===== config.mk =====
export PLATFORM = sky130hd
export DESIGN_NAME = tsrf_regs
export DESIGN_NICKNAME = d
export VERILOG_FILES = /design/src/tsrf_pkg.sv /design/src/tsrf_regs.sv
export SDC_FILE = /design/constraint.sdc
export NUM_CORES = 1
export LEC_CHECK = 0
export ABC_AREA = 0
export BUFFER_PORTS_ARGS = -buffer_cell sky130_fd_sc_hd__buf_2
export CELL_PAD_IN_SITES_DETAIL_PLACEMENT = 1
export CELL_PAD_IN_SITES_GLOBAL_PLACEMENT = 1
export CORE_ASPECT_RATIO = 1.25
export CORE_UTILIZATION = 39
export CTS_BUF_LIST = sky130_fd_sc_hd__clkbuf_16
export CTS_CLUSTER_SIZE = 25
export DETAILED_ROUTE_END_ITERATION = 10
export MAX_ROUTING_LAYER = met4
export PLACE_DENSITY = 0.83
export SETUP_SLACK_MARGIN = 0.15
export SLEW_MARGIN = 20
export SYNTH_ARGS = -nofsm -noshare
export SYNTH_HDL_FRONTEND = slang
export SYNTH_SLANG_ARGS = --single-unit

===== constraint.sdc =====
create_clock -name clk_in -period 1.7 [get_ports clk_in]
set_input_delay 0.085 -clock clk_in [delete_from_list [all_inputs] [get_ports clk_in]]
set_output_delay 0.085 -clock clk_in [all_outputs]
set_load 0.01 [all_outputs]

===== src/tsrf_pkg.sv =====
// Package of the temperature-sensor register file: offsets, field positions,
// reset values and the request carriers shared by the design and its bench.
// Assumes a serial slave front end that turns frames into pointer and data strobes.
package tsrf_pkg;

  // Width of every sensor register.
  localparam int unsigned REG_W = 16;
  // Width of the register pointer.
  localparam int unsigned PTR_W = 3;
  // Width of a measured temperature sample, sign included.
  localparam int unsigned TEMP_W = 13;

  // Register pointer values.
  localparam logic [2:0] OFS_CAPABILITY = 3'h0;
  localparam logic [2:0] OFS_CONFIG = 3'h1;
  localparam logic [2:0] OFS_UPPER_LIMIT = 3'h2;
  localparam logic [2:0] OFS_LOWER_LIMIT = 3'h3;
  localparam logic [2:0] OFS_CRIT_LIMIT = 3'h4;
  localparam logic [2:0] OFS_MEASURED = 3'h5;
  localparam logic [2:0] OFS_MAKER_ID = 3'h6;
  localparam logic [2:0] OFS_PART_REV = 3'h7;

  // Pointer value after reset.
  localparam logic [2:0] PTR_RESET = 3'h0;
  // Value of every writable register after reset.
  localparam logic [15:0] WR_RESET = 16'h0000;

  // Configuration field positions.
  localparam int unsigned CFG_MODE_BIT = 0;
  localparam int unsigned CFG_POL_BIT = 1;
  localparam int unsigned CFG_CRIT_ONLY_BIT = 2;
  localparam int unsigned CFG_ENABLE_BIT = 3;
  localparam int unsigned CFG_STATE_BIT = 4;
  localparam int unsigned CFG_CLEAR_BIT = 5;
  localparam int unsigned CFG_ALARM_LOCK_BIT = 6;
  localparam int unsigned CFG_CRIT_LOCK_BIT = 7;
  localparam int unsigned CFG_SHUTDOWN_BIT = 8;
  localparam int unsigned CFG_HYST_LO_BIT = 9;
  localparam int unsigned CFG_HYST_HI_BIT = 10;

  // Capability field positions.
  localparam int unsigned CAP_ALERT_BIT = 0;
  localparam int unsigned CAP_ACCURACY_BIT = 1;
  localparam int unsigned CAP_RANGE_BIT = 2;
  localparam int unsigned CAP_RES_LO_BIT = 3;
  localparam int unsigned CAP_RES_HI_BIT = 4;
  localparam int unsigned CAP_GUARD_BIT = 5;
  localparam int unsigned CAP_TIMEOUT_BIT = 6;
  localparam int unsigned CAP_SHUTDOWN_BIT = 7;

  // Measured-temperature flag positions.
  localparam int unsigned MT_LOW_BIT = 13;
  localparam int unsigned MT_HIGH_BIT = 14;
  localparam int unsigned MT_CRIT_BIT = 15;

  // Limit registers keep bits 12 down to 2; the rest read as zero.
  localparam logic [15:0] LIMIT_MASK = 16'h1FFC;

  // Resolution codes of the capability word.
  localparam logic [1:0] RES_9BIT = 2'h0;
  localparam logic [1:0] RES_10BIT = 2'h1;
  localparam logic [1:0] RES_11BIT = 2'h2;
  localparam logic [1:0] RES_12BIT = 2'h3;

  // Host request from the serial front end, all on the core clock.
  typedef struct packed {
    logic ptr_wr;
    logic data_wr;
    logic [2:0] ptr;
    logic [15:0] wdata;
  } tsrf_host_req_type;

  // Finished conversion from the converter.
  typedef struct packed {
    logic valid;
    logic [12:0] value;
  } tsrf_sample_type;

endpackage : tsrf_pkg


===== src/tsrf_regs.sv =====
// Register file of the temperature sensor with limit compare and alert pin control.
// Assumes the serial front end and the converter run on clk_in and hand over
// one-cycle strobes; the alert pin is open drain with an external pull-up.
//
// How it works
// - Eight 16-bit registers selected by host pointer.
// - Pointer selects capability word after reset.
// - Fixed pointer values 0 to 7 per register.
// - Writable registers reset to zero.
// - Alert pin disabled after reset until enabled.
// - Temperature compared with three limits drives alert.
// - Limits are two's complement, quarter-degree step.
// - Trip flags show limit relation only.
// - Bits 12:0 hold signed sixteenth-degree temperature.
// - Maker identifier is fixed and read-only.
// - Part and revision word is fixed, read-only.
// - Capability word ignores host writes.
// - Capability bits 15:8 read as zero.
// - Bit 7 reports shutdown effect on alert.
// - Bit 6 reports bus timeout window.
// - Bit 5 reports write-guard voltage statement.
// - Bits 4:3 encode measurement resolution.
// - Bit 2 reports negative temperature support.
// - Bit 1 reports accuracy class.
// - Bit 0 reports alarm window support.
// - During shutdown, clear bit may clear alert state.
// - Host reads and writes all three limits.
// - Clear bit acts in interrupt mode, reads zero.
`timescale 1ns/1ps

module tsrf_regs #(
  // Capability straps.
  parameter logic SHUTDOWN_CLEARS = 1'b1,
  parameter logic TIMEOUT_NARROW = 1'b1,
  parameter logic GUARD_STATED = 1'b0,
  parameter logic [1:0] RESOLUTION = tsrf_pkg::RES_12BIT,
  parameter logic NEG_RANGE = 1'b1,
  parameter logic ACCURACY_TIGHT = 1'b1,
  parameter logic ALARM_WINDOW = 1'b1,
  // Identification words; the values are arbitrary.
  parameter logic [15:0] MAKER_ID = 16'h00A5,
  parameter logic [15:0] PART_REV = 16'h0100
) (
  input wire logic clk_in,
  input wire logic resetn_in,
  input wire tsrf_pkg::tsrf_host_req_type host_req_in,
  input wire tsrf_pkg::tsrf_sample_type sample_in,
  output logic [2:0] pointer_out,
  output logic [15:0] rd_data_out,
  output logic alert_pin_out,
  output logic alert_pin_oe_n_out
);

  // Register pointer.
  logic [2:0] ptr_r;
  // Configuration bits that are stored (state and clear bits are not).
  logic [15:0] cfg_r;
  // Limit registers.
  logic [15:0] upper_alarm_limit_r;
  logic [15:0] lower_alarm_limit_r;
  logic [15:0] critical_trip_limit_r;
  // Latest temperature sample.
  logic [12:0] temp_r;
  // Alert state before the enable gate.
  logic alert_state_r;
  // Previous event condition, for edge detection in interrupt mode.
  logic cond_prev_r;
  // Read data and pin registers.
  logic [15:0] rd_data_r;
  logic alert_pin_r;
  logic alert_oe_n_r;

  // Write decode: a data write lands on the register the pointer selects.
  wire wr_cfg = host_req_in.data_wr && (ptr_r == tsrf_pkg::OFS_CONFIG);
  wire wr_upper = host_req_in.data_wr && (ptr_r == tsrf_pkg::OFS_UPPER_LIMIT);
  wire wr_lower = host_req_in.data_wr && (ptr_r == tsrf_pkg::OFS_LOWER_LIMIT);
  wire wr_crit = host_req_in.data_wr && (ptr_r == tsrf_pkg::OFS_CRIT_LIMIT);
  wire [15:0] wd = host_req_in.wdata;

  // Configuration fields.
  wire mode_irq = cfg_r[tsrf_pkg::CFG_MODE_BIT];
  wire pol_high = cfg_r[tsrf_pkg::CFG_POL_BIT];
  wire crit_only = cfg_r[tsrf_pkg::CFG_CRIT_ONLY_BIT];
  wire alert_en = cfg_r[tsrf_pkg::CFG_ENABLE_BIT];
  wire alarm_lock = cfg_r[tsrf_pkg::CFG_ALARM_LOCK_BIT];
  wire crit_lock = cfg_r[tsrf_pkg::CFG_CRIT_LOCK_BIT];
  wire shutdown = cfg_r[tsrf_pkg::CFG_SHUTDOWN_BIT];
  wire any_lock = alarm_lock | crit_lock;

  // Next configuration: lock bits only set, guarded fields frozen by any lock.
  wire lock_crit_nxt = crit_lock | (wr_cfg & wd[tsrf_pkg::CFG_CRIT_LOCK_BIT]);
  wire lock_alarm_nxt = alarm_lock | (wr_cfg & wd[tsrf_pkg::CFG_ALARM_LOCK_BIT]);
  wire guarded_wr = wr_cfg & ~any_lock;
  wire [1:0] hyst_nxt = guarded_wr ?
    wd[tsrf_pkg::CFG_HYST_HI_BIT:tsrf_pkg::CFG_HYST_LO_BIT] :
    cfg_r[tsrf_pkg::CFG_HYST_HI_BIT:tsrf_pkg::CFG_HYST_LO_BIT];
  wire mode_nxt = guarded_wr ? wd[tsrf_pkg::CFG_MODE_BIT] : mode_irq;
  wire pol_nxt = guarded_wr ? wd[tsrf_pkg::CFG_POL_BIT] : pol_high;
  wire en_nxt = guarded_wr ? wd[tsrf_pkg::CFG_ENABLE_BIT] : alert_en;
  // Shutdown may be cleared at any time but set only without a lock.
  wire sensor_shutdown_req = wd[tsrf_pkg::CFG_SHUTDOWN_BIT];
  wire sensor_shutdown_nxt = wr_cfg ? (sensor_shutdown_req & (shutdown | ~any_lock)) : shutdown;
  // Critical-only may be cleared at any time but set only without the alarm lock.
  wire conly_req = wd[tsrf_pkg::CFG_CRIT_ONLY_BIT];
  wire conly_nxt = wr_cfg ? (conly_req & (crit_only | ~alarm_lock)) : crit_only;
  wire [15:0] cfg_nxt = {5'h00, hyst_nxt, sensor_shutdown_nxt, lock_crit_nxt, lock_alarm_nxt,
                         2'h0, en_nxt, conly_nxt, pol_nxt, mode_nxt};

  // Limit comparisons on the signed temperature scale.
  wire signed [12:0] temp_s = temp_r;
  wire signed [12:0] upper_s = upper_alarm_limit_r[12:0];
  wire signed [12:0] lower_s = lower_alarm_limit_r[12:0];
  wire signed [12:0] crit_s = critical_trip_limit_r[12:0];
  wire above_crit = temp_s >= crit_s;
  wire above_upper = temp_s > upper_s;
  wire below_lower = temp_s < lower_s;
  // Event condition, optionally restricted to the critical limit.
  wire event_cond = crit_only ? above_crit : (above_crit | above_upper | below_lower);

  // Clear strobe: the clear bit is a write-only action.
  wire clear_wr = wr_cfg & wd[tsrf_pkg::CFG_CLEAR_BIT];
  // Shutdown entry, used to drop the alert state when the strap says so.
  wire sensor_shutdown_entry = sensor_shutdown_nxt & ~shutdown;
  // Rising event condition, the latch source in interrupt mode.
  wire event_rise = event_cond & ~cond_prev_r;

  // Next alert state. A new event wins over a clear in the same cycle.
  wire state_irq_nxt = event_rise | (alert_state_r & ~(clear_wr & ~above_crit));
  wire state_run_nxt = mode_irq ? state_irq_nxt : event_cond;
  wire state_sensor_shutdown_nxt = alert_state_r & ~clear_wr;
  wire alert_state_nxt = (sensor_shutdown_entry & SHUTDOWN_CLEARS) ? 1'b0 :
                         shutdown ? state_sensor_shutdown_nxt : state_run_nxt;
  // Visible state is gated by the output enable.
  wire alert_visible = alert_en & alert_state_r;

  // Limit values keep only the quarter-degree field.
  wire [15:0] limit_wd = wd & tsrf_pkg::LIMIT_MASK;

  // Resolution mask clears sample bits finer than the reported resolution.
  wire [12:0] res_mask = (RESOLUTION == tsrf_pkg::RES_9BIT) ? 13'h1FF8 :
                         (RESOLUTION == tsrf_pkg::RES_10BIT) ? 13'h1FFC :
                         (RESOLUTION == tsrf_pkg::RES_11BIT) ? 13'h1FFE : 13'h1FFF;

  // Capability word built from straps, upper byte zero.
  wire [15:0] capability_word = {8'h00, SHUTDOWN_CLEARS, TIMEOUT_NARROW, GUARD_STATED,
                                 RESOLUTION, NEG_RANGE, ACCURACY_TIGHT, ALARM_WINDOW};

  // Measured-temperature word: trip flags over the signed sample.
  wire [15:0] measured_temp_reg = {above_crit, above_upper, below_lower, temp_r};

  // Configuration as read: stored bits plus the enable-gated alert state, clear bit reads zero.
  wire [15:0] cfg_read = cfg_r | {11'h000, alert_visible, 4'h0};

  // Read multiplexer over the eight registers.
  logic [15:0] rd_mux;
  always_comb
  begin
    case (ptr_r)
      tsrf_pkg::OFS_CAPABILITY: rd_mux = capability_word;
      tsrf_pkg::OFS_CONFIG: rd_mux = cfg_read;
      tsrf_pkg::OFS_UPPER_LIMIT: rd_mux = upper_alarm_limit_r;
      tsrf_pkg::OFS_LOWER_LIMIT: rd_mux = lower_alarm_limit_r;
      tsrf_pkg::OFS_CRIT_LIMIT: rd_mux = critical_trip_limit_r;
      tsrf_pkg::OFS_MEASURED: rd_mux = measured_temp_reg;
      tsrf_pkg::OFS_MAKER_ID: rd_mux = MAKER_ID;
      tsrf_pkg::OFS_PART_REV: rd_mux = PART_REV;
      default: rd_mux = 16'h0000;
    endcase
  end

  // Pin drive: pulled low when the alert is visible and the active level is low, or when the pin is
  // idle under high polarity; released otherwise so the pull-up gives a high.
  wire pin_drive = pol_high ? ~alert_visible : alert_visible;

  // Pointer register, loaded by the front end's pointer strobe.
  always_ff @(posedge clk_in)
  begin
    if (!resetn_in)
      ptr_r <= tsrf_pkg::PTR_RESET;
    else if (host_req_in.ptr_wr)
      ptr_r <= host_req_in.ptr;
  end

  // Configuration register; lock bits clear only here at reset.
  always_ff @(posedge clk_in)
  begin
    if (!resetn_in)
      cfg_r <= tsrf_pkg::WR_RESET;
    else
      cfg_r <= cfg_nxt;
  end

  // Alarm limits, frozen by the alarm lock.
  always_ff @(posedge clk_in)
  begin
    if (!resetn_in)
    begin
      upper_alarm_limit_r <= tsrf_pkg::WR_RESET;
      lower_alarm_limit_r <= tsrf_pkg::WR_RESET;
    end
    else
    begin
      if (wr_upper && !alarm_lock)
        upper_alarm_limit_r <= limit_wd;
      if (wr_lower && !alarm_lock)
        lower_alarm_limit_r <= limit_wd;
    end
  end

  // Critical limit, frozen by the critical lock.
  always_ff @(posedge clk_in)
  begin
    if (!resetn_in)
      critical_trip_limit_r <= tsrf_pkg::WR_RESET;
    else if (wr_crit && !crit_lock)
      critical_trip_limit_r <= limit_wd;
  end

  // Temperature sample; held while shut down so the last reading stays.
  always_ff @(posedge clk_in)
  begin
    if (!resetn_in)
      temp_r <= 13'h0000;
    else if (sample_in.valid && !shutdown)
      temp_r <= sample_in.value & res_mask;
  end

  // Alert state and the condition history for edge detection.
  always_ff @(posedge clk_in)
  begin
    if (!resetn_in)
    begin
      alert_state_r <= 1'b0;
      cond_prev_r <= 1'b0;
    end
    else
    begin
      alert_state_r <= alert_state_nxt;
      cond_prev_r <= event_cond;
    end
  end

  // Read data register; writes to read-only pointers have no target at all.
  always_ff @(posedge clk_in)
  begin
    if (!resetn_in)
      rd_data_r <= 16'h0000;
    else
      rd_data_r <= rd_mux;
  end

  // Open-drain pin registers; released during reset with the alert disabled.
  always_ff @(posedge clk_in)
  begin
    if (!resetn_in)
    begin
      alert_pin_r <= 1'b0;
      alert_oe_n_r <= 1'b1;
    end
    else
    begin
      alert_pin_r <= 1'b0;
      alert_oe_n_r <= ~pin_drive;
    end
  end

  // Outputs straight from flip-flops.
  assign pointer_out = ptr_r;
  assign rd_data_out = rd_data_r;
  assign alert_pin_out = alert_pin_r;
  assign alert_pin_oe_n_out = alert_oe_n_r;

endmodule : tsrf_regs


==> out/metrics.yaml, run 1 <==
cts_sinks: 77
cap_violations: 0
areaGrowthSynthToFinish_pct: 37.2
fin_crit_ps: 2000
grt_pass1_wl_um: 24200
ys_async_sr_fraction: 0
cts_tree: "built"
synth_area_leaders: "dfxtp_1 37%, mux2i_1 11%, ha_1 9.6%"
wl_per_cell_um: 25.0
vias: 4197
ios: 58
layout.nets: 644
hp-class: "in -> reg"
synth_top_area_cell: "dfxtp_1"
final_hold_viol_count: 1
antenna_found_initial: 0
synthFlopType: "dfxtp_1"
irDropWorstVdd_mv: 0.642
p_clk_frac: 0.372
synthCells: 473
arrival_ps: 2270
finalClockSkew_ps: 7.62
r2r-start: "upper_alarm_limit_r[12]"
max_freq_ghz: 0.501
setup.worst_path.start: "upper_alarm_limit_r[12]"
power_mw: 4.70
ant_nets: 0
clockRootBuffer: "clkbuf_16"
path_clk_slew_ps: 60
endpoint_kind: "flip-flop"
grt_usage: 0.301
synthDistinctLibCells: 53
start_util: 0.407
synthTopCellsByCount: "77 x dfxtp_1, 60 x nand2_1, 48 x nor2b_1"
drive_gt1_frac: 0.351
drtIter0Drc: 318
cp.required_ps: 1970
ys_warn_count: 0
p_leak_nw: 2.28
core_area_mm2: 0.0103
grt_overflow: 0
ys_seq_area_frac: 0.370
status: "finished, violations left"
sw_frac_of_total: 0.303
die_x_um: 94.5
seqPwrFrac: 0.418
cts_inserted_buffers: 9
violations: "hold timing, setup timing"
vias_per_cell: 5.94
gp_congestion: 0.895
grt_start_max_net_pins: 34
slew_viol_final: 0
fill_cells: 1192
cts_buffer_depth: 2
hpwl_um: 9630
path_max_fanout: 3
n_antenna_cell: 0
clkLatencyLatePin_ps: 360
hold_slack_ps: -5.36
std_cell_rows: 41
dr.pass1.iters: 6
ys_ff_latch: 77
grt_pass1_vias: 4341
finalSetupViolations: 5
hold_start: "sample_in[1]"
die_h_um: 118
min_period_over_period: 1.17
crit_type: "reg -> reg"
setup_tns_ps: -928
setup_ws_ps: -295
avgSynthCellArea_um2: 8.82
drcViolationCount: 0
die-area_mm2: 0.0111
cp-start-kind: "flip-flop"
yosysTopAreaCellShare: 0.370
rsz0062_at_grt: "yes"
yosys.cell_count.top_type: "dfxtp_1"
intPower_mw: 3.28
finalWirelength_um: 17600
cts_max_level: 3
syn_area_mm2: 0.00417
portBuffers: 53
power_density_mw_per_mm2: 821
p_switching_mw: 1.42
synth_edf_count: 0
synth_nets: 542
combinationalPowerShare: 0.210
[worst paths after layout]
| kind | to | slack [ps] | depth (start not counted) |
|---|---|---|---|
| max reg2reg | alert_state_r | -300 | 8 |
| min | temp_r[1] | -5 | 3 |
| max | alert_state_r | -300 | 8 |
| min reg2reg | cfg_r[10] | 480 | 2 |
[sequential cells by signal, indices dropped and copies added (netlist names)]
name / flops
alert_pin_oe_n_out: 1
alert_state_r: 1
cfg_r: 9
cond_prev_r: 1
critical_trip_limit_r: 11
lower_alarm_limit_r: 11
pointer_out: 3
rd_data_out: 16
temp_r: 13
upper_alarm_limit_r: 11
[per-layer routing]
layer | GRT usage | up-vias | routed length [um]
li1 | - | 1830 | -
met1 | 0.330 | 2043 | 6570
met2 | 0.481 | 216 | 8690
met3 | 0.0704 | 108 | 1120
met4 | 0.196 | 0 | 1270
met5 | - | - | 0
[cell type report]
type / instances / area (um^2) / share of cell area
clock inverters: 5 / 21.3 / 0.00372
inverters: 34 / 128 / 0.0223
multi-input cells: 337 / 2760 / 0.483
flip-flops and latches: 77 / 1590 / 0.277
repair buffers: 116 / 840 / 0.147
clock buffers: 9 / 225 / 0.0393
well taps: 129 / 161 / 0.0282
[per-stage QoR]
step	worst slack [ps]	utilization	instance area, um^2	instances
after CTS	-121	0.528	5410	701
after floorplan	98.6	-	4200	473
after global routing	-329	0.558	5720	707
after detailed placement	-257	0.474	4860	674
final	-295	0.558	5720	707
after global placement	-97.8	0.474	4860	674
[critical path, stage by stage, from the launching register on]
cell and delay, ps:
dfxtp_2 350, inv_2 50, ha_4 270, nand4_1 170, nor3_4 240, a221oi_2 130, a311oi_2 360, o21bai_2 130
o221ai_2 200
[power by group through the flow]
stage / Combinational, mW / Clock, mW / Sequential (mW)
final: 0.986 / 1.75 / 1.96
after global placement: 0.665 / 0 / 1.97
after CTS: 0.801 / 1.72 / 1.95
after floorplan: 0.415 / 0 / 1.97
after detailed placement: 0.703 / 0 / 1.98
after global routing: 1.03 / 1.84 / 1.97
[what timing repair did]
item / CTS / global route
endpoints found under the hold margin: 7 / 1
setup endpoints to repair: 31 / 13
pin swaps: 15 / 15
hold buffers: 7 / 1
buffers inserted: 5 / 4
resized for setup: 40 / 53
gates cloned: 1 / 1
[layout by cell type, fill, tap and decap left out, types with 13 or more instances in the layout]
| cell | instances |
|---|---|
| dfxtp_2 | 20 |
| dfxtp_1 | 52 |
| buf_4 | 45 |
| a21boi_0 | 18 |
| inv_1 | 30 |
| a21oi_1 | 13 |
| ha_1 | 15 |
| ha_4 | 17 |
| buf_2 | 53 |
| nand2_1 | 58 |
| nor2b_1 | 46 |
| mux2i_1 | 43 |
[kinds of logic after synthesis]
kind of cell | share of synthesized area
other cells | 0.000899
fa+ha+maj | 0.0960
mux | 0.113
xor+xnor | 0.00210
compound gates | 0.146
buf+inv | 0.0621
simple gates | 0.211
flops | 0.370
No activity file was read; power rests on OpenSTA's default activity.
==> inputs of run 2 (changes only) <==
--- a/config.mk
+++ b/config.mk
@@ -6,14 +6,14 @@
 export NUM_CORES = 1
 export LEC_CHECK = 0
 export ABC_AREA = 0
-export BUFFER_PORTS_ARGS = -buffer_cell sky130_fd_sc_hd__buf_2
 export CELL_PAD_IN_SITES_DETAIL_PLACEMENT = 1
 export CELL_PAD_IN_SITES_GLOBAL_PLACEMENT = 1
 export CORE_ASPECT_RATIO = 1.25
-export CORE_UTILIZATION = 39
+export CORE_UTILIZATION = 43
 export CTS_BUF_LIST = sky130_fd_sc_hd__clkbuf_16
 export CTS_CLUSTER_SIZE = 25
 export DETAILED_ROUTE_END_ITERATION = 10
+export DONT_BUFFER_PORTS = 1
 export MAX_ROUTING_LAYER = met4
 export PLACE_DENSITY = 0.83
 export SETUP_SLACK_MARGIN = 0.15
==> run 2 against run 1 <==
  * The flow finishes with violations (setup timing)
  * Cell count down 4.2%
  * Die area shrank 9.1%
  * Sequential power about the same
  * Total power increased by 3.0%
  * First-iteration DRC count decreased by 19%
  * Sequential cell count stayed put
  * Clock-buffer cell count unchanged
  * Hold slack improved by 51 ps
  * Routed wire length rose by 0.91%
  * Design area fell by 0.83%
  * Register-to-register slack better by 20 ps
  * Clock skew up 7.9 ps
  * Critical path type unchanged
  * Critical endpoint unchanged
==> out/metrics.yaml, run 2 (synthesized netlist as in run 1, its figures left out) <==
status: "finished, violations left"
violations: "setup timing"
rsz0062_at_grt: "yes"
layout.nets: 618
finalWirelength_um: 17800
cts_tree: "built"
antenna_found_initial: 0
hold_end: "alert_pin_oe_n_out"
final_hold_viol_count: 0
grt_pass1_wl_um: 23700
grt_pass1_vias: 4354
drtIter0Drc: 259
ios: 58
grt_overflow: 0
ant_nets: 0
cts_max_level: 3
p_switching_mw: 1.40
slew_viol_final: 0
path_clk_slew_ps: 70
drive_gt1_frac: 0.258
fin_crit_ps: 1970
p_leak_nw: 2.18
hp-class: "in -> reg"
clockRootBuffer: "clkbuf_16"
setup_tns_ps: -787
power_density_mw_per_mm2: 853
max_freq_ghz: 0.506
die_x_um: 90.1
grt_start_max_net_pins: 78
n_antenna_cell: 0
r2r-start: "upper_alarm_limit_r[4]"
finalSetupViolations: 5
grt_usage: 0.317
die_h_um: 112
use_met3: 0.0745
grt.met1_usage: 0.340
core_area_mm2: 0.00927
std_cell_rows: 39
cp.required_ps: 1920
die-area_mm2: 0.0101
final_common_cell: "nand2_1"
vias_per_cell: 6.16
vias: 4170
cap_violations: 0
rrSetupSlack_ps: -270
irDropWorstVdd_mv: 0.653
setup_ws_ps: -275
min_period_over_period: 1.16
cts_buffer_depth: 2
worst_r2r_path_depth: 8
endpoint_kind: "flip-flop"
busiest_layer: "met2"
path_max_fanout: 3
cp-start-kind: "flip-flop"
cts_inserted_buffers: 9
crit_type: "reg -> reg"
portBuffers: 0
p_clk_frac: 0.395
grt_util_met2: 0.539
hpwl_um: 9100
wl_per_cell_um: 26.3
final_cell_mix: "58 x nand2_1, 52 x dfxtp_1, 49 x buf_4"
holdPathStages: 2
largest_register_ffs: 16
reg2reg_to: "alert_state_r"
areaGrowthSynthToFinish_pct: 36.1
arrival_ps: 2190
seqPwrFrac: 0.409
start_util: 0.450
intPower_mw: 3.44
drcViolationCount: 0
power_mw: 4.84
combinationalPowerShare: 0.196
sw_frac_of_total: 0.290
finalClockSkew_ps: 15.5
gp_congestion: 0.931
hold_start: "resetn_in"
cts_sinks: 77
final_core_util: 0.612
clkLatencyLatePin_ps: 350
dr.pass1.iters: 5
run 2: worst max-delay path by stage:
stage	from	slack, ps	cells after the start	endpoint
6_report	upper_alarm_limit_r[4]	-270	8	alert_state_r
3_5_place_dp	critical_trip_limit_r[3]	-170	8	alert_state_r
2_1_floorplan	lower_alarm_limit_r[10]	100	8	alert_state_r
5_1_grt	upper_alarm_limit_r[4]	-350	8	alert_state_r
3_3_place_gp	critical_trip_limit_r[3]	-50	8	alert_state_r
4_1_cts	upper_alarm_limit_r[11]	-100	8	alert_state_r
run 2: repair_timing:
item                                   in CTS  in global routing
buffers inserted                            3                 10
setup endpoints to repair                  29                 24
endpoints found under the hold margin      77                  0
gates resized for setup                    38                 46
pin swaps                                  12                 15
gates cloned                                0                  1
hold buffers                               33                  0
run 2: layout make-up:
class | count | area (um^2)
clock buffer | 9 | 225
inverter | 34 | 128
sequential | 77 | 1580
fill | 1034 | 3590
multi-input combinational | 337 | 2690
tap | 123 | 154
clock inverter | 7 | 57.6
timing repair buffer | 90 | 841
run 2: stage by stage:
step	hold slack [ps]	instance area, um^2	std cells	setup WS [ps]
2_1_floorplan	222	4200	473	98.6
3_3_place_gp	157	4570	614	-48.2
3_5_place_dp	166	4570	614	-167
4_1_cts	47.5	5380	666	-102
5_1_grt	78.7	5680	677	-352
6_report	46.1	5680	677	-275
run 2: power by group through the flow:
stage / registers [mW] / logic (mW) / clock network (mW)
global placement: 1.99 / 0.551 / 0
floorplan: 1.97 / 0.415 / 0
detailed placement: 1.99 / 0.582 / 0
finish: 1.98 / 0.948 / 1.91
global route: 1.98 / 0.987 / 1.98
CTS: 1.96 / 0.752 / 1.89
run 2: worst max-delay path: stages, from the launching register on:
cell and delay, ps:
dfxtp_1 390, inv_1 80, ha_1 350, a21oi_2 170
nand2_1 90, a221oi_2 290, a311oi_2 80, o21bai_1 220
o221ai_1 160
run 2: metal layers:
layer | up-vias | wire [um] | share of wire
li1 | 1789 | - | -
met1 | 2019 | 6610 | 0.37
met2 | 255 | 8630 | 0.48
met3 | 107 | 1260 | 0.070
met4 | 0 | 1310 | 0.074
met5 | - | 0 | 0
==> inputs of run 3 (changes only) <==
--- a/config.mk
+++ b/config.mk
@@ -5,17 +5,17 @@
 export SDC_FILE = /design/constraint.sdc
 export NUM_CORES = 1
 export LEC_CHECK = 0
-export ABC_AREA = 0
+export ABC_AREA = 1
 export CELL_PAD_IN_SITES_DETAIL_PLACEMENT = 1
 export CELL_PAD_IN_SITES_GLOBAL_PLACEMENT = 1
 export CORE_ASPECT_RATIO = 1.25
-export CORE_UTILIZATION = 43
+export CORE_UTILIZATION = 46
 export CTS_BUF_LIST = sky130_fd_sc_hd__clkbuf_16
 export CTS_CLUSTER_SIZE = 25
 export DETAILED_ROUTE_END_ITERATION = 10
 export DONT_BUFFER_PORTS = 1
 export MAX_ROUTING_LAYER = met4
-export PLACE_DENSITY = 0.83
+export PLACE_DENSITY = 0.87
 export SETUP_SLACK_MARGIN = 0.15
 export SLEW_MARGIN = 20
 export SYNTH_ARGS = -nofsm -noshare
==> constraint.sdc (replaced) <==
create_clock -name clk_in -period 2.11 [get_ports clk_in]
set_input_delay 0.1055 -clock clk_in [delete_from_list [all_inputs] [get_ports clk_in]]
set_output_delay 0.1055 -clock clk_in [all_outputs]
set_load 0.01 [all_outputs]
==> run 3 against run 2 <==
  * The flow now finishes without violations
  * Clock skew fell by 8.2 ps
  * Fmax rose by 2.3%
  * Global-route usage is 1.1 points lower
  * Critical endpoint unchanged
  * Synthesized area is 8.5% lower
==> out/metrics.yaml, run 3 <==
cp-start-kind: "flip-flop"
std_cell_rows: 36
p_leak_nw: 1.90
synthCells: 502
ys_seq_area_frac: 0.404
intPower_mw: 2.80
portBuffers: 0
clkLatencyLatePin_ps: 340
ios: 58
synth_edf_count: 0
sw_frac_of_total: 0.279
max_freq_ghz: 0.518
synthDistinctLibCells: 31
n_antenna_cell: 0
seqPwrFrac: 0.417
vias: 3762
grt_start_max_net_pins: 56
finalWirelength_um: 12700
synth_nets: 571
cap_violations: 0
ant_nets: 0
finalSetupViolations: 0
ys_async_sr_fraction: 0
layout.nets: 606
irDropWorstVdd_mv: 0.559
start_util: 0.481
finalClockSkew_ps: 7.37
min_period_over_period: 0.915
clockRootBuffer: "clkbuf_16"
tightest_slew_ps: 804
hp-class: "in -> reg"
p_clk_frac: 0.415
yosysTopAreaCellShare: 0.404
stdcell_area_mm2: 0.00458
drcViolationCount: 0
critPathBufInv: 0
grt_usage: 0.306
drive_gt1_frac: 0.0941
synth_top_area_cell: "dfxtp_1"
combinationalPowerShare: 0.169
die-area_mm2: 0.00866
avgSynthCellArea_um2: 7.60
p_switching_mw: 1.08
grt_pass1_vias: 3990
die_h_um: 104
critPathSlowestCell: "dfxtp_1"
ys_warn_count: 0
antenna_found_initial: 0
syn_area_mm2: 0.00381
yosys.cell_count.top_type: "dfxtp_1"
rrSetupSlack_ps: 180
crit_path_max_incr_delay_ps: 510
synthFlopType: "dfxtp_1"
grt_overflow: 0
fin_crit_ps: 1930
drtIter0Drc: 150
vias_per_cell: 5.91
placed_area_mm2: 0.00390
critPathMostFrequentCell: "nand2_1"
final_hold_viol_count: 0
wl_per_cell_um: 19.9
relSlewSlack: 0.464
cp.required_ps: 2390
hpwl_um: 8180
crit_family: "simple AND/OR/NAND/NOR gates"
status: "complete, no violations"
ys_ff_latch: 77
largest_register_ffs: 16
final_common_cell: "dfxtp_1"
synthTopCellsByCount: "77 x dfxtp_1, 70 x a21oi_1, 69 x inv_1"
cp_cell_sequence: "ha_1 > nand2_1 > nor2_1 > and2_1 > nand2_1 > nand3_1 > nand2_1 > nand3_2 > nand2_1 > nand2_1 > nand2_1 > nand2_1 > a21oi_2"
cts_tree: "built"
rsz0062_at_grt: "yes"
crit_type: "reg -> reg"
final_cell_mix: "74 x dfxtp_1, 70 x inv_1, 69 x a21oi_1"
cts_max_level: 3
slew_viol_final: 0
areaGrowthSynthToFinish_pct: 20.2
synth_area_leaders: "dfxtp_1 40%, ha_1 10%, a21oi_1 9.2%"
cts_inserted_buffers: 9
die_x_um: 83.5
path_max_fanout: 5
gp_congestion: 0.874
power_density_mw_per_mm2: 846
grt_pass1_wl_um: 19900
dr.pass1.iters: 5
setup_tns_ps: 0
cts_buffer_depth: 2
endpoint_kind: "flip-flop"
fill_cells: 958
arrival_ps: 2210
cts_sinks: 77
path_clk_slew_ps: 60
core_area_mm2: 0.00793
run 3: metal layers:
layer	part of all wire	vias to the layer above	global-route usage
met4	0.053	0	0.166
met5	0	-	-
li1	-	1753	-
met1	0.40	1835	0.334
met3	0.050	49	0.0574
met2	0.50	125	0.526
run 3: final timing paths:
| check | start | endpoint | cells past startpoint |
|---|---|---|---|
| worst max-delay path | temp_r[11] | alert_state_r | 13 |
| worst min-delay path | host_req_in[7] | lower_alarm_limit_r[7] | 2 |
| worst max register to register | temp_r[11] | alert_state_r | 13 |
| worst min register to register | cfg_r[10] | cfg_r[10] | 2 |
run 3: final cells by class:
| class | instances | area [um^2] | share of cell area |
|---|---|---|---|
| Inverter | 78 | 300 | 0.0655 |
| Timing Repair Buffer | 37 | 363 | 0.0791 |
| Multi-Input combinational cell | 334 | 1950 | 0.425 |
| Clock buffer | 9 | 225 | 0.0491 |
| Tap cell | 95 | 119 | 0.0259 |
| Clock inverter | 7 | 81.3 | 0.0177 |
| Sequential cell | 77 | 1550 | 0.337 |
run 3: repair_timing:
action,CTS,global route
pin swaps,0,2
setup endpoints to repair,2,17
cloned,0,0
gates resized for setup,2,11
hold buffers,30,0
setup buffers,0,2
endpoints found under the hold margin,58,0
run 3: cells by family after synthesis:
logic type / share of synthesized area
compound gates: 0.224
buf+inv: 0.0961
fa+ha+maj: 0.105
simple gates: 0.170
other cells: 0.000983
flops: 0.404
run 3: power groups by stage:
stage / Clock (mW) / Combinational, mW / Sequential (mW)
after CTS: 1.63 / 0.612 / 1.61
after global routing: 1.68 / 0.729 / 1.62
after detailed placement: 0 / 0.535 / 1.64
final: 1.61 / 0.654 / 1.62
after floorplan: 0 / 0.397 / 1.62
after global placement: 0 / 0.502 / 1.64
run 3: worst reg2reg max path, cell delays in order, from the launching register on:
cell and delay (ps):
dfxtp_1 510, ha_1 330, nand2_1 90, nor2_1 60, and2_1 150, nand2_1 80
nand3_1 70, nand2_1 80, nand3_2 100, nand2_1 80, nand2_1 80, nand2_1 60
nand2_1 60, a21oi_2 120
run 3: per-stage QoR:
stage	std cells	worst slack (ps)	power (mW)	hold slack [ps]	util
global placement	589	267	2.14	244	0.492
global route	637	43.7	4.04	15.7	0.578
finish	637	179	3.88	8.33	0.578
CTS	635	151	3.85	1.10	0.571
floorplan	502	531	2.02	240	-
detailed placement	589	177	2.18	252	0.492
